--- config.mk ---
export PLATFORM = sky130hd
export DESIGN_NAME = serial_port_errors_and_break
export DESIGN_NICKNAME = d
export VERILOG_FILES = /design/src/rtl/serial_port_pkg.sv /design/src/rtl/rx_byte_fifo.sv /design/src/rtl/serial_port_errors_and_break.sv
export SDC_FILE = /design/constraint.sdc
export NUM_CORES = 1
export LEC_CHECK = 0
export BUFFER_PORTS_ARGS = -buffer_cell sky130_fd_sc_hd__buf_2
export CAP_MARGIN = 20
export CORE_MARGIN = 1
export CORE_UTILIZATION = 47
export CTS_BUF_LIST = sky130_fd_sc_hd__clkbuf_2 sky130_fd_sc_hd__clkbuf_4 sky130_fd_sc_hd__clkbuf_8
export DETAILED_ROUTE_END_ITERATION = 10
export MAX_ROUTING_LAYER = met4
export PLACE_DENSITY = 0.65
export SYNTH_ARGS = -nofsm -noshare
export SYNTH_HDL_FRONTEND = slang
export SYNTH_HIERARCHICAL = 1
export SYNTH_SLANG_ARGS = --single-unit
--- constraint.sdc ---
create_clock -name clk_sys -period 4.59 [get_ports clk_sys]
set_clock_uncertainty 0.15 [all_clocks]
set_input_delay 0.918 -clock clk_sys [delete_from_list [all_inputs] [get_ports clk_sys]]
set_output_delay 0.918 -clock clk_sys [all_outputs]
set_load 0.01 [all_outputs]
--- src/rtl/serial_port_pkg.sv ---
package serial_port_pkg;

  // ==========================================================
  // Timing and layout constants
  // ==========================================================
  localparam int BASE_OVERSAMPLE = 16;
  localparam logic [3:0] SAMPLE_TICK = 4'h7;
  localparam logic [3:0] LAST_TICK = 4'(BASE_OVERSAMPLE - 1);
  localparam int BASE_DIV_DEFAULT = 54;
  localparam int DIV_WIDTH = 16;
  localparam int DATA_WIDTH = 8;
  localparam int FIFO_DEPTH_DEFAULT = 8;
  localparam logic [7:0] PORT_A_CH3_MASK = 8'h68;
  localparam logic [2:0] LAST_BIT_SEVEN = 3'h6;
  localparam logic [2:0] LAST_BIT_EIGHT = 3'h7;
  localparam logic TX_EMPTY_RESET = 1'b1;
  localparam logic TX_END_RESET = 1'b1;

  // ==========================================================
  // Types
  // ==========================================================
  typedef enum logic [2:0] {TX_IDLE, TX_START, TX_DATA, TX_PARITY, TX_STOP} tx_state_type;
  typedef enum logic [2:0] {RX_IDLE, RX_START, RX_DATA, RX_PARITY, RX_STOP} rx_state_type;

  typedef struct packed {
    logic sync;
    logic sevenBit;
    logic parityEnable;
    logic parityOdd;
    logic twoStop;
  } frame_cfg_type;

  typedef struct packed {
    logic parity;
    logic framing;
    logic overrun;
  } err_flags_type;

  typedef struct packed {
    logic [DIV_WIDTH-1:0] divCnt;
    tx_state_type txState;
    logic [3:0] txTick;
    logic [2:0] txBit;
    logic [7:0] txShift;
    logic txParity;
    logic txStop2;
    logic txLine;
    logic [7:0] txHolding;
    logic txEmpty;
    logic txEnd;
    rx_state_type rxState;
    logic [3:0] rxTick;
    logic [2:0] rxBit;
    logic [7:0] rxShift;
    logic rxParity;
    logic [7:0] rxHolding;
    logic rxFull;
    err_flags_type err;
  } core_state_type;

endpackage

--- src/rtl/rx_byte_fifo.sv ---
`timescale 1ns/100ps
`default_nettype none
module rx_byte_fifo #(
  parameter int WIDTH = serial_port_pkg::DATA_WIDTH,
  parameter int DEPTH = serial_port_pkg::FIFO_DEPTH_DEFAULT
) (
  input wire logic clk_sys, // System clock
  input wire logic reset, // Synchronous reset
  input wire logic inValid, // Word offered
  output logic inReady, // Room for a word
  input wire logic [WIDTH-1:0] inData, // Word in
  output logic outValid, // Word available
  input wire logic outReady, // Consumer takes word
  output logic [WIDTH-1:0] outData // Oldest word
);

  localparam int PW = $clog2(DEPTH);

  typedef struct packed {
    logic [DEPTH-1:0][WIDTH-1:0] mem;
    logic [PW-1:0] rdPtr;
    logic [PW-1:0] wrPtr;
    logic [PW:0] count;
  } fifo_state_type;

  fifo_state_type s;
  fifo_state_type next_s;

  // ==========================================================
  // Flags
  // ==========================================================
  // Full and empty come straight from the count, so they never lie
  assign inReady = (s.count != (PW+1)'(DEPTH));
  assign outValid = (s.count != '0);
  assign outData = s.mem[s.rdPtr];

  // Pointer wrap is by index compare so any depth of two or more works
  always_comb
  begin
    logic push;
    logic pop;
    push = 1'b0;
    pop = 1'b0;
    next_s = s;
    push = inValid && inReady;
    pop = outValid && outReady;
    if (push)
    begin
      next_s.mem[s.wrPtr] = inData;
      next_s.wrPtr = (s.wrPtr == PW'(DEPTH - 1)) ? '0 : s.wrPtr + 1'b1;
    end
    if (pop)
      next_s.rdPtr = (s.rdPtr == PW'(DEPTH - 1)) ? '0 : s.rdPtr + 1'b1;
    if (push && !pop)
      next_s.count = s.count + 1'b1;
    else if (pop && !push)
      next_s.count = s.count - 1'b1;
  end

  // Register the state
  always_ff @(posedge clk_sys)
  begin
    if (reset)
      s <= '0;
    else
      s <= next_s;
  end

endmodule
`default_nettype wire

--- src/rtl/serial_port_errors_and_break.sv ---
`timescale 1ns/100ps
`default_nettype none
module serial_port_errors_and_break #(
  parameter logic [15:0] CLK_PER_BASE = 16'(serial_port_pkg::BASE_DIV_DEFAULT),
  parameter int FIFO_DEPTH = serial_port_pkg::FIFO_DEPTH_DEFAULT
) (
  input wire logic clk_sys, // System clock, 100 MHz
  input wire logic reset, // Synchronous, active high
  input wire serial_port_pkg::frame_cfg_type frameCfg, // Mode and format
  input wire logic txEnable, // tx_enable_bit
  input wire logic rxEnable, // rx_enable_bit
  input wire logic portDataBit, // port_data_bit of transmit pin
  input wire logic portDirBit, // Port direction of transmit pin
  input wire logic [7:0] portACtrl, // port_a_control_reg
  input wire logic txWrite, // Write strobe for holding register
  input wire logic [7:0] txData, // Byte written
  input wire serial_port_pkg::err_flags_type errClear, // Write-0 pulses per flag
  input wire logic rxPin, // Receive line
  output logic txPinOut, // Transmit pin level
  output logic txPinOe, // Transmit pin driven
  output logic sclkOut, // Serial clock, synchronous mode
  output logic ch3PinsOn, // Channel pins usable
  output logic txEmptyFlag, // tx_empty_flag
  output logic txEndFlag, // Set when enabled and idle with holding empty, cleared only at load
  output logic rxFullFlag, // rx_full_flag
  output serial_port_pkg::err_flags_type errFlags, // overrun/framing/parity flags
  output logic rxErrorIrq, // rx_error_irq
  output logic [7:0] rxHoldingData, // rx_holding_reg
  output logic rxValid, // Received byte available
  input wire logic rxReady, // Consumer takes byte
  output logic [7:0] rxData // Received byte
);

  serial_port_pkg::core_state_type s;
  serial_port_pkg::core_state_type next_s;
  logic fifoInReady;

  // Even parity over the active data bits, odd adds one inversion
  function automatic logic parityOf(input logic [7:0] d, input logic seven, input logic odd);
    logic [7:0] m;
    m = seven ? {1'b0, d[6:0]} : d;
    return (^m) ^ odd;
  endfunction

  // ==========================================================
  // Pin muxing and status outputs
  // ==========================================================
  // All three control bits must be set, else pins stay released
  assign ch3PinsOn = ((portACtrl & serial_port_pkg::PORT_A_CH3_MASK) == serial_port_pkg::PORT_A_CH3_MASK);
  assign txPinOut = txEnable ? s.txLine : portDataBit;
  assign txPinOe = ch3PinsOn && (txEnable || portDirBit);
  assign sclkOut = (frameCfg.sync && s.txState == serial_port_pkg::TX_DATA) ? s.txTick[3] : 1'b1;
  assign txEmptyFlag = s.txEmpty;
  assign txEndFlag = s.txEnd;
  assign rxFullFlag = s.rxFull;
  assign errFlags = s.err;
  assign rxErrorIrq = s.err.overrun || s.err.framing || s.err.parity;
  assign rxHoldingData = s.rxHolding;

  // ==========================================================
  // Next-state logic
  // ==========================================================
  // One pass covers divider, transmitter, receiver and flags; ordering
  // inside the pass sets which update wins in a shared cycle
  always_comb
  begin
    logic tick;
    logic rxIn;
    logic halt;
    logic anyErr;
    logic [2:0] lastBit;
    logic bitEnd;
    logic sample;
    logic done;
    logic ferr;
    logic perr;
    logic [7:0] word;
    tick = 1'b0;
    rxIn = 1'b1;
    halt = 1'b0;
    anyErr = 1'b0;
    lastBit = serial_port_pkg::LAST_BIT_EIGHT;
    bitEnd = 1'b0;
    sample = 1'b0;
    done = 1'b0;
    ferr = 1'b0;
    perr = 1'b0;
    word = '0;
    next_s = s;

    // Base clock at 16x the bit rate as a one-cycle enable
    if (s.divCnt >= CLK_PER_BASE - 16'h0001)
    begin
      next_s.divCnt = '0;
      tick = 1'b1;
    end
    else
      next_s.divCnt = s.divCnt + 16'h0001;

    rxIn = ch3PinsOn ? rxPin : 1'b1;
    halt = s.err.overrun || s.err.framing;
    anyErr = s.err.overrun || s.err.framing || s.err.parity;
    lastBit = frameCfg.sevenBit ? serial_port_pkg::LAST_BIT_SEVEN : serial_port_pkg::LAST_BIT_EIGHT;

    // Transmitter
    bitEnd = tick && (s.txTick == serial_port_pkg::LAST_TICK);
    if (tick && s.txState != serial_port_pkg::TX_IDLE)
      next_s.txTick = s.txTick + 4'h1;
    if (!txEnable)
    begin
      // Aborts any frame; pin already falls back to the port bit
      next_s.txState = serial_port_pkg::TX_IDLE;
      next_s.txTick = '0;
      next_s.txLine = 1'b1;
      next_s.txStop2 = 1'b0;
    end
    else
    begin
      case (s.txState)
        serial_port_pkg::TX_IDLE:
        begin
          next_s.txLine = 1'b1;
          if (!s.txEmpty && !(frameCfg.sync && anyErr))
          begin
            next_s.txShift = s.txHolding;
            next_s.txEmpty = 1'b1;
            next_s.txEnd = 1'b0;
            next_s.txParity = parityOf(s.txHolding, frameCfg.sevenBit, frameCfg.parityOdd);
            next_s.txTick = '0;
            next_s.txBit = '0;
            next_s.txState = frameCfg.sync ? serial_port_pkg::TX_DATA : serial_port_pkg::TX_START;
            next_s.txLine = frameCfg.sync ? s.txHolding[0] : 1'b0;
          end
          else if (s.txEmpty)
            next_s.txEnd = 1'b1;
        end
        serial_port_pkg::TX_START:
          if (bitEnd)
          begin
            next_s.txState = serial_port_pkg::TX_DATA;
            next_s.txLine = s.txShift[0];
          end
        serial_port_pkg::TX_DATA:
          if (bitEnd)
          begin
            if (s.txBit == lastBit)
            begin
              if (frameCfg.sync)
              begin
                next_s.txState = serial_port_pkg::TX_IDLE;
                next_s.txLine = 1'b1;
              end
              else if (frameCfg.parityEnable)
              begin
                next_s.txState = serial_port_pkg::TX_PARITY;
                next_s.txLine = s.txParity;
              end
              else
              begin
                next_s.txState = serial_port_pkg::TX_STOP;
                next_s.txLine = 1'b1;
                next_s.txStop2 = frameCfg.twoStop;
              end
            end
            else
            begin
              // Least significant bit first
              next_s.txShift = {1'b0, s.txShift[7:1]};
              next_s.txLine = s.txShift[1];
              next_s.txBit = s.txBit + 3'h1;
            end
          end
        serial_port_pkg::TX_PARITY:
          if (bitEnd)
          begin
            next_s.txState = serial_port_pkg::TX_STOP;
            next_s.txLine = 1'b1;
            next_s.txStop2 = frameCfg.twoStop;
          end
        serial_port_pkg::TX_STOP:
          if (bitEnd)
          begin
            if (s.txStop2)
              next_s.txStop2 = 1'b0;
            else
              next_s.txState = serial_port_pkg::TX_IDLE;
          end
        default:
          next_s.txState = serial_port_pkg::TX_IDLE;
      endcase
    end
    // A fresh byte is pending even if a transfer happened this cycle
    if (txWrite)
    begin
      next_s.txHolding = txData;
      next_s.txEmpty = 1'b0;
    end

    // Receiver
    sample = tick && (s.rxTick == serial_port_pkg::SAMPLE_TICK);
    bitEnd = tick && (s.rxTick == serial_port_pkg::LAST_TICK);
    if (tick && s.rxState != serial_port_pkg::RX_IDLE)
      next_s.rxTick = s.rxTick + 4'h1;
    if (!rxEnable)
    begin
      // Error flags keep their value; only the frame in progress is dropped
      next_s.rxState = serial_port_pkg::RX_IDLE;
      next_s.rxTick = '0;
    end
    else if (frameCfg.sync)
    begin
      next_s.rxState = serial_port_pkg::RX_IDLE;
      // Sampled on the rising edge of the clock we send out
      if (!halt && s.txState == serial_port_pkg::TX_DATA && tick && s.txTick == serial_port_pkg::SAMPLE_TICK)
      begin
        next_s.rxShift = {rxIn, s.rxShift[7:1]};
        next_s.rxBit = (s.txBit == lastBit) ? 3'h0 : s.txBit + 3'h1;
        if (s.txBit == lastBit)
        begin
          done = 1'b1;
          word = frameCfg.sevenBit ? {1'b0, rxIn, s.rxShift[7:2]} : {rxIn, s.rxShift[7:1]};
        end
      end
    end
    else
    begin
      case (s.rxState)
        serial_port_pkg::RX_IDLE:
          // Low level, not just an edge, so a held break restarts framing
          if (tick && !rxIn && !halt)
          begin
            next_s.rxState = serial_port_pkg::RX_START;
            next_s.rxTick = '0;
            next_s.rxBit = '0;
          end
        serial_port_pkg::RX_START:
          if (sample && rxIn)
            next_s.rxState = serial_port_pkg::RX_IDLE;
          else if (bitEnd)
            next_s.rxState = serial_port_pkg::RX_DATA;
        serial_port_pkg::RX_DATA:
        begin
          if (sample)
            next_s.rxShift = {rxIn, s.rxShift[7:1]};
          if (bitEnd)
          begin
            next_s.rxBit = s.rxBit + 3'h1;
            if (s.rxBit == lastBit)
              next_s.rxState = frameCfg.parityEnable ? serial_port_pkg::RX_PARITY : serial_port_pkg::RX_STOP;
          end
        end
        serial_port_pkg::RX_PARITY:
        begin
          if (sample)
            next_s.rxParity = rxIn;
          if (bitEnd)
            next_s.rxState = serial_port_pkg::RX_STOP;
        end
        serial_port_pkg::RX_STOP:
          if (sample)
          begin
            // Finish at mid stop bit to leave half a bit for the next start
            done = 1'b1;
            word = frameCfg.sevenBit ? {1'b0, s.rxShift[7:1]} : s.rxShift;
            ferr = !rxIn;
            perr = frameCfg.parityEnable && (s.rxParity != parityOf(word, frameCfg.sevenBit, frameCfg.parityOdd));
            next_s.rxState = serial_port_pkg::RX_IDLE;
          end
        default:
          next_s.rxState = serial_port_pkg::RX_IDLE;
      endcase
    end

    // Software clears first so a same-cycle error still lands
    if (errClear.overrun)
      next_s.err.overrun = 1'b0;
    if (errClear.framing)
      next_s.err.framing = 1'b0;
    if (errClear.parity)
      next_s.err.parity = 1'b0;
    // Holding register drains into the buffer, which clears full
    if (s.rxFull && fifoInReady)
      next_s.rxFull = 1'b0;
    if (done)
    begin
      if (next_s.rxFull)
      begin
        // Byte is lost: holding and full untouched
        next_s.err.overrun = 1'b1;
        next_s.err.framing = next_s.err.framing || ferr;
        next_s.err.parity = next_s.err.parity || perr;
      end
      else
      begin
        next_s.rxHolding = word;
        next_s.err.framing = next_s.err.framing || ferr;
        next_s.err.parity = next_s.err.parity || perr;
        if (!ferr && !perr)
          next_s.rxFull = 1'b1;
      end
    end
  end

  // ==========================================================
  // State register
  // ==========================================================
  always_ff @(posedge clk_sys)
  begin
    if (reset)
    begin
      s <= '0;
      s.txEmpty <= serial_port_pkg::TX_EMPTY_RESET;
      s.txEnd <= serial_port_pkg::TX_END_RESET;
      s.txLine <= 1'b1;
      s.txState <= serial_port_pkg::TX_IDLE;
      s.rxState <= serial_port_pkg::RX_IDLE;
    end
    else
      s <= next_s;
  end

  // ==========================================================
  // Receive buffer
  // ==========================================================
  // A stalled consumer fills this, then holding stays full and overruns
  rx_byte_fifo #(
    .WIDTH(serial_port_pkg::DATA_WIDTH),
    .DEPTH(FIFO_DEPTH)
  ) u_rx_fifo (
    .clk_sys(clk_sys),
    .reset(reset),
    .inValid(s.rxFull),
    .inReady(fifoInReady),
    .inData(s.rxHolding),
    .outValid(rxValid),
    .outReady(rxReady),
    .outData(rxData)
  );

endmodule
`default_nettype wire

# Yosys cells after proc, flatten, opt, wreduce, memory -nomap -nowiden
# Index checks and enable logic that the tools add are counted.
# totals
inputBits	33
ff_bits	152
# classes
n_reduce_logical	69
bitwise_logic	6
magnitude_cmp	4
addsub	9
mux	100
eq_ne	38
# ops
cell	count
$mux W8	14
$bwmux W64	1
$mux W3	18
$mux W11	4
$mux W1	40
$mux W4	8
$pmux W3 S5	2
$ne A2 B2 Y1 const B	13
$bmux W8 S3	1
$demux W8 S3	1
$logic_and A1 B1 Y1	22
$pmux W11 S2	1
$mux W19	1
$add A16 B1 Y16 const B	1
$ge A16 B6 Y1 const B	1
$reduce_bool A2 Y1	8
$reduce_xor A8 Y1	2
$eq A3 B3 Y1 const B	5
$reduce_and A7 Y1	2
$add A3 B1 Y3 const B	4
$add A4 B1 Y4 const B	3
$eq A3 B2 Y1 const B	4
$reduce_and A4 Y1	3
$reduce_bool A3 Y1	4
28 further kinds	63

# Depth between registers and ports, before layout
# depth
depth_word	15
ltp_mapped	11
ltp_nobuf	11

# Cells and area by module
# Netlist, hierarchy kept.
# modules_own_cells
mod	area_each_um2	n_inst	seq_area_each_um2	cells_per_inst
serial_port_errors_and_break	4021.4	1	1561.5	466
rx_byte_fifo	3422.0	1	1481.4	314

# Worst setup path after synthesis
# Ideal clock, no wire load.
# synth_timing
kind	input to output
start	input port frameCfg[4] (netlist name)
end	output port sclkOut
path_buffers	1
t_required_ns	3.522
arrival_time_ns	1.768
cell_stages	3
path_slack_ns	1.754
cell_sequence	buf_2 clkinv_1 or3_1
# synth_via
elab_chain_cells	2
# synth_rtl
item	line_no	rtl
start, declared	serial_port_errors_and_break.sv:9	input wire serial_port_pkg::frame_cfg_type frameCfg,
$logic_and A1 B1 Y1	serial_port_errors_and_break.sv:52	assign sclkOut = (frameCfg.sync && s.txState == serial_port_pkg::TX_DATA) ? s.txTick[3] : 1'b1;
$mux W1	serial_port_errors_and_break.sv:52	
end, declared	serial_port_errors_and_break.sv:21	output logic sclkOut,
# No other way between the ends.

# Worst setup path in the final report
# layout_timing
start	register u_rx_fifo/s[8] (netlist name)
end	output port rxData[2]
# layout_via
elab_chain_cells	2
# layout_rtl
item	line_no	rtl
start, declared	rx_byte_fifo.sv:26	fifo_state_type s;
start signal, assigned	rx_byte_fifo.sv:66	s <= next_s;
$bmux W8 S3	rx_byte_fifo.sv:35	assign outData = s.mem[s.rdPtr];
$mux W8 (not written as such)	rx_byte_fifo.sv:35	
end, declared	serial_port_errors_and_break.sv:31	output logic [7:0] rxData
# No other way between the ends. The select of a mux whose other input is x is not followed.

==> flow_summary.ini <==
[power]
p_seq_share_pct = 50.7
power.clock.fraction_pct = 37.9
power_mw = 2.750
p_switching_uw = 707.9
power_frac_comb_pct = 11.3
swShare_pct = 25.74
max-vdd-ir-drop_uv = 187.2
power.density_nw_per_um2 = 336.9
internal-power_mw = 2.043
leakage_nw = 3.304

[grt]
grt_first_pass_wirelength_um = 27930
globalRouteTotalUtil_pct = 22.46
grt_antenna_before_repair = 1
grt_pass1_vias = 5588
pin_count_of_the_biggest_net_entering_global_routing = 115
grt_overflow_total = 0

[timing]
layout_min_cycle_time_ns = 3.403
report.final.setup_viol = 0
maxClockFrequency_mhz = 293.9
grt_setup_unrepaired = no
max_slew_violations = 0
worst_slack_ns = 1.187
timing.max_slew.rel_slack_pct = 37.66
max_slew.worst_pin.slew_ns = 0.9342
timing.final.hold_violations = 0
share_of_the_clock_period_used_by_the_worst_path_pct = 74.13
fin_setup_tns_ns = 0

[clocking]
cts_hold_buf = 0
cts_tree = built
number_of_clock_sinks = 152
post-cts-setup-buffer-count = 0
clock-root-buffer = sky130_fd_sc_hd__clkbuf_8
buffer_depth_of_the_longest_clock_path = 2
postCtsResizedCells = 0
clock_latency_ns = 0.45
cts_made_buffers = 17
worst_setup_hold_path_clk_slew_ns = 0.08
cts_max_level = 4

[routing]
drtAntennaViolNets = 0
route.detailed.drc = 0
detail_route.iter0.violations = 308
num_vias = 5694
detail_route.vias_per_cell = 5.512
postRouteWirelength_um = 16800
detail_route.first_pass.iterations = 5
post_drt_wl_per_cell_um = 16.26

[yosys]
syn-mean-instance-area_um2 = 9.543
synth-edff-count = 0
synth_warnings = 6
mappedNetlistArea_um2 = 7443
ys_seq_area_share_pct = 40.88
synth_top_cell_by_area = sky130_fd_sc_hd__dfxtp_1
synthesis.instances = 780
yosys-top-cells-area = sky130_fd_sc_hd__dfxtp_1 41%, sky130_fd_sc_hd__mux2i_1 12%, sky130_fd_sc_hd__nor2_1 6.5%, sky130_fd_sc_hd__mux4_2 4.8%, sky130_fd_sc_hd__a21oi_1 2.9%
yosys_register_bits = 152
synth_async_sr_flop_share_pct = 0
postSynth.topFlopCell = sky130_fd_sc_hd__dfxtp_1
netlist.area_leader.share_pct = 40.88
synthDistinctLibCells = 64

[critical_path]
timing.critical_path.fanout_max = 14
max_incr_delay_on_cp_ns = 0.85
cp-start-kind = flip-flop
timing.setup.critical_path_class = reg2out
endpoint_kind = primary output
cpLargestDelayFamily = multiplexers
timing.critical_path.required_ns = 3.52
cp_data_arrival_time_ns = 2.33
critical_path_cell_sequence = mux4_2, mux2_2, buf_2
critical_path.n_buffers_inverters = 1
critPathSlowestCell = sky130_fd_sc_hd__dfxtp_1

[placement]
buffer_ports.inserted = 55
detailedPlacementHpwl_um = 11670
place_congestion = 0.9176
placed_cell_area_um2 = 7722
pre_cts_ws_ns = 1.365

[floorplan]
fp.dieW_um = 127.8
placeableCoreArea_um2 = 15310
die_y_um = 127.8
top_level_i_o_count = 61
design.die.area_um2 = 16340
core.rowCount = 45
initial_utilization_pct = 48.60

[outcome]
status = finished clean

[layout]
areaGrowthSynthToFinish_pct = 9.682
final_core_util_pct = 53.31
fill_cells = 1396
postLayoutCellArea_um2 = 8164
finalNetCount = 857
drive_gt1_share_pct = 16.57

[job]
maxCapViolations = 0

[min_path]
worst_hold_path_type = reg2reg
## worst min-delay path, delay by kind of cell, from the launching register on
kind / cells / cell delay [ns]
compound gates: 2 / 0.13
flops: 1 / 0.32
## cell type report
cell class | instances | area, um2 | share of cell area [%]
Tap cell | 211 | 264.0 | 3.234
Multi-Input combinational cell | 558 | 4025 | 49.30
Timing Repair Buffer | 64 | 362.8 | 4.444
Antenna cell | 1 | 2.502 | 0.03065
Inverter | 16 | 60.06 | 0.7356
Clock buffer | 19 | 255.2 | 3.126
Sequential cell | 152 | 3043 | 37.27
Clock inverter | 12 | 151.4 | 1.854
## synth_stat cells (6+ instances only)
master	number
sky130_fd_sc_hd__nor2_1	128
sky130_fd_sc_hd__or4_1	7
sky130_fd_sc_hd__nor4_1	7
sky130_fd_sc_hd__nor3b_1	7
sky130_fd_sc_hd__mux4_2	16
sky130_fd_sc_hd__a21oi_1	43
sky130_fd_sc_hd__and2_1	7
sky130_fd_sc_hd__nand3_1	21
sky130_fd_sc_hd__mux2i_1	88
sky130_fd_sc_hd__buf_2	10
sky130_fd_sc_hd__buf_4	20
sky130_fd_sc_hd__nor3_1	10
sky130_fd_sc_hd__nand2b_1	6
sky130_fd_sc_hd__xnor2_1	19
sky130_fd_sc_hd__a31oi_1	18
sky130_fd_sc_hd__o21ai_0	23
sky130_fd_sc_hd__dfxtp_1	152
sky130_fd_sc_hd__or3_1	6
sky130_fd_sc_hd__nand2_1	33
sky130_fd_sc_hd__clkbuf_1	24
sky130_fd_sc_hd__inv_1	15
sky130_fd_sc_hd__a311oi_1	7
sky130_fd_sc_hd__mux2_2	14
sky130_fd_sc_hd__a22oi_1	7
sky130_fd_sc_hd__xor2_1	8
sky130_fd_sc_hd__ha_1	14
## through the flow
stage	hold WS, ns	std cells
finish	0.3389	1033
global route	0.3650	1033
CTS	0.3304	1030
detailed placement	0.3173	999
global placement	0.3069	999
floorplan	0.2907	789
## cell families after synthesis
| group | after synthesis | synth area share [%] |
|---|---|---|
| other cells | 1 | 0.05038 |
| fa+ha+maj | 15 | 2.622 |
| buf+inv | 79 | 5.665 |
| compound gates | 125 | 10.59 |
| xor+xnor | 30 | 4.085 |
| flops | 152 | 40.88 |
| mux | 118 | 18.79 |
| simple gates | 260 | 17.31 |
## state kept, by name, indices dropped and copies added (netlist names)
name / cells
txEmptyFlag: 1
txEndFlag: 1
s: 64
u_rx_fifo/s: 74
rxHoldingData: 8
rxFullFlag: 1
errFlags: 3
## layer usage
layer  vias up  wire [um]  part of all wire [%]  global-route usage [%]
li1       2806          -                     -                       -
met3        27        576                   3.4                   4.257
met2       126       8584                    51                   39.19
met4         0        394                   2.3                   9.273
met5         -          0                     0                       -
met1      2735       7243                    43                   25.17
## layout by cell type (no fill, tap or decap), drive strengths merged, types with 3 or more instances in the layout
master,netlist,layout
dfxtp,152,152
nor2,128,128
mux2i,88,88
buf,39,64
a21oi,44,44
nand2,33,33
o21ai,26,26
nand3,21,21
xnor2,19,19
clkbuf,24,19
a31oi,18,18
mux4,16,16
inv,15,16
mux2,14,14
ha,14,14
nor3,12,12
conb,1,10
xor2,8,8
nor4,8,8
nor3b,7,7
or4,7,7
and2,7,7
a311oi,7,7
a22oi,7,7
nand2b,7,7
clkinv,1,7
or3,6,6
and3,5,5
a211oi,5,5
nand4,4,4
nor2b,3,3
nand3b,3,3
xnor3,3,3
bufinv,0,3
nor4b,3,3
## power groups by stage
stage / logic [mW] / clock network, mW / registers [mW]
floorplan: 0.246 / 0 / 1.41
global placement: 0.302 / 0 / 1.42
detailed placement: 0.311 / 0 / 1.43
CTS: 0.313 / 1.07 / 1.40
global route: 0.354 / 1.14 / 1.40
finish: 0.312 / 1.04 / 1.39
## final timing paths
check        slack [ns]        endpoint            from  cells past startpoint
max                1.19       rxData[2]  u_rx_fifo/s[8]                      3
min                0.34           s[51]           s[51]                      2
max reg2reg        1.37  u_rx_fifo/s[3]  u_rx_fifo/s[0]                     11
min reg2reg        0.34           s[51]           s[51]                      2
No activity file was read; power rests on OpenSTA's default activity.
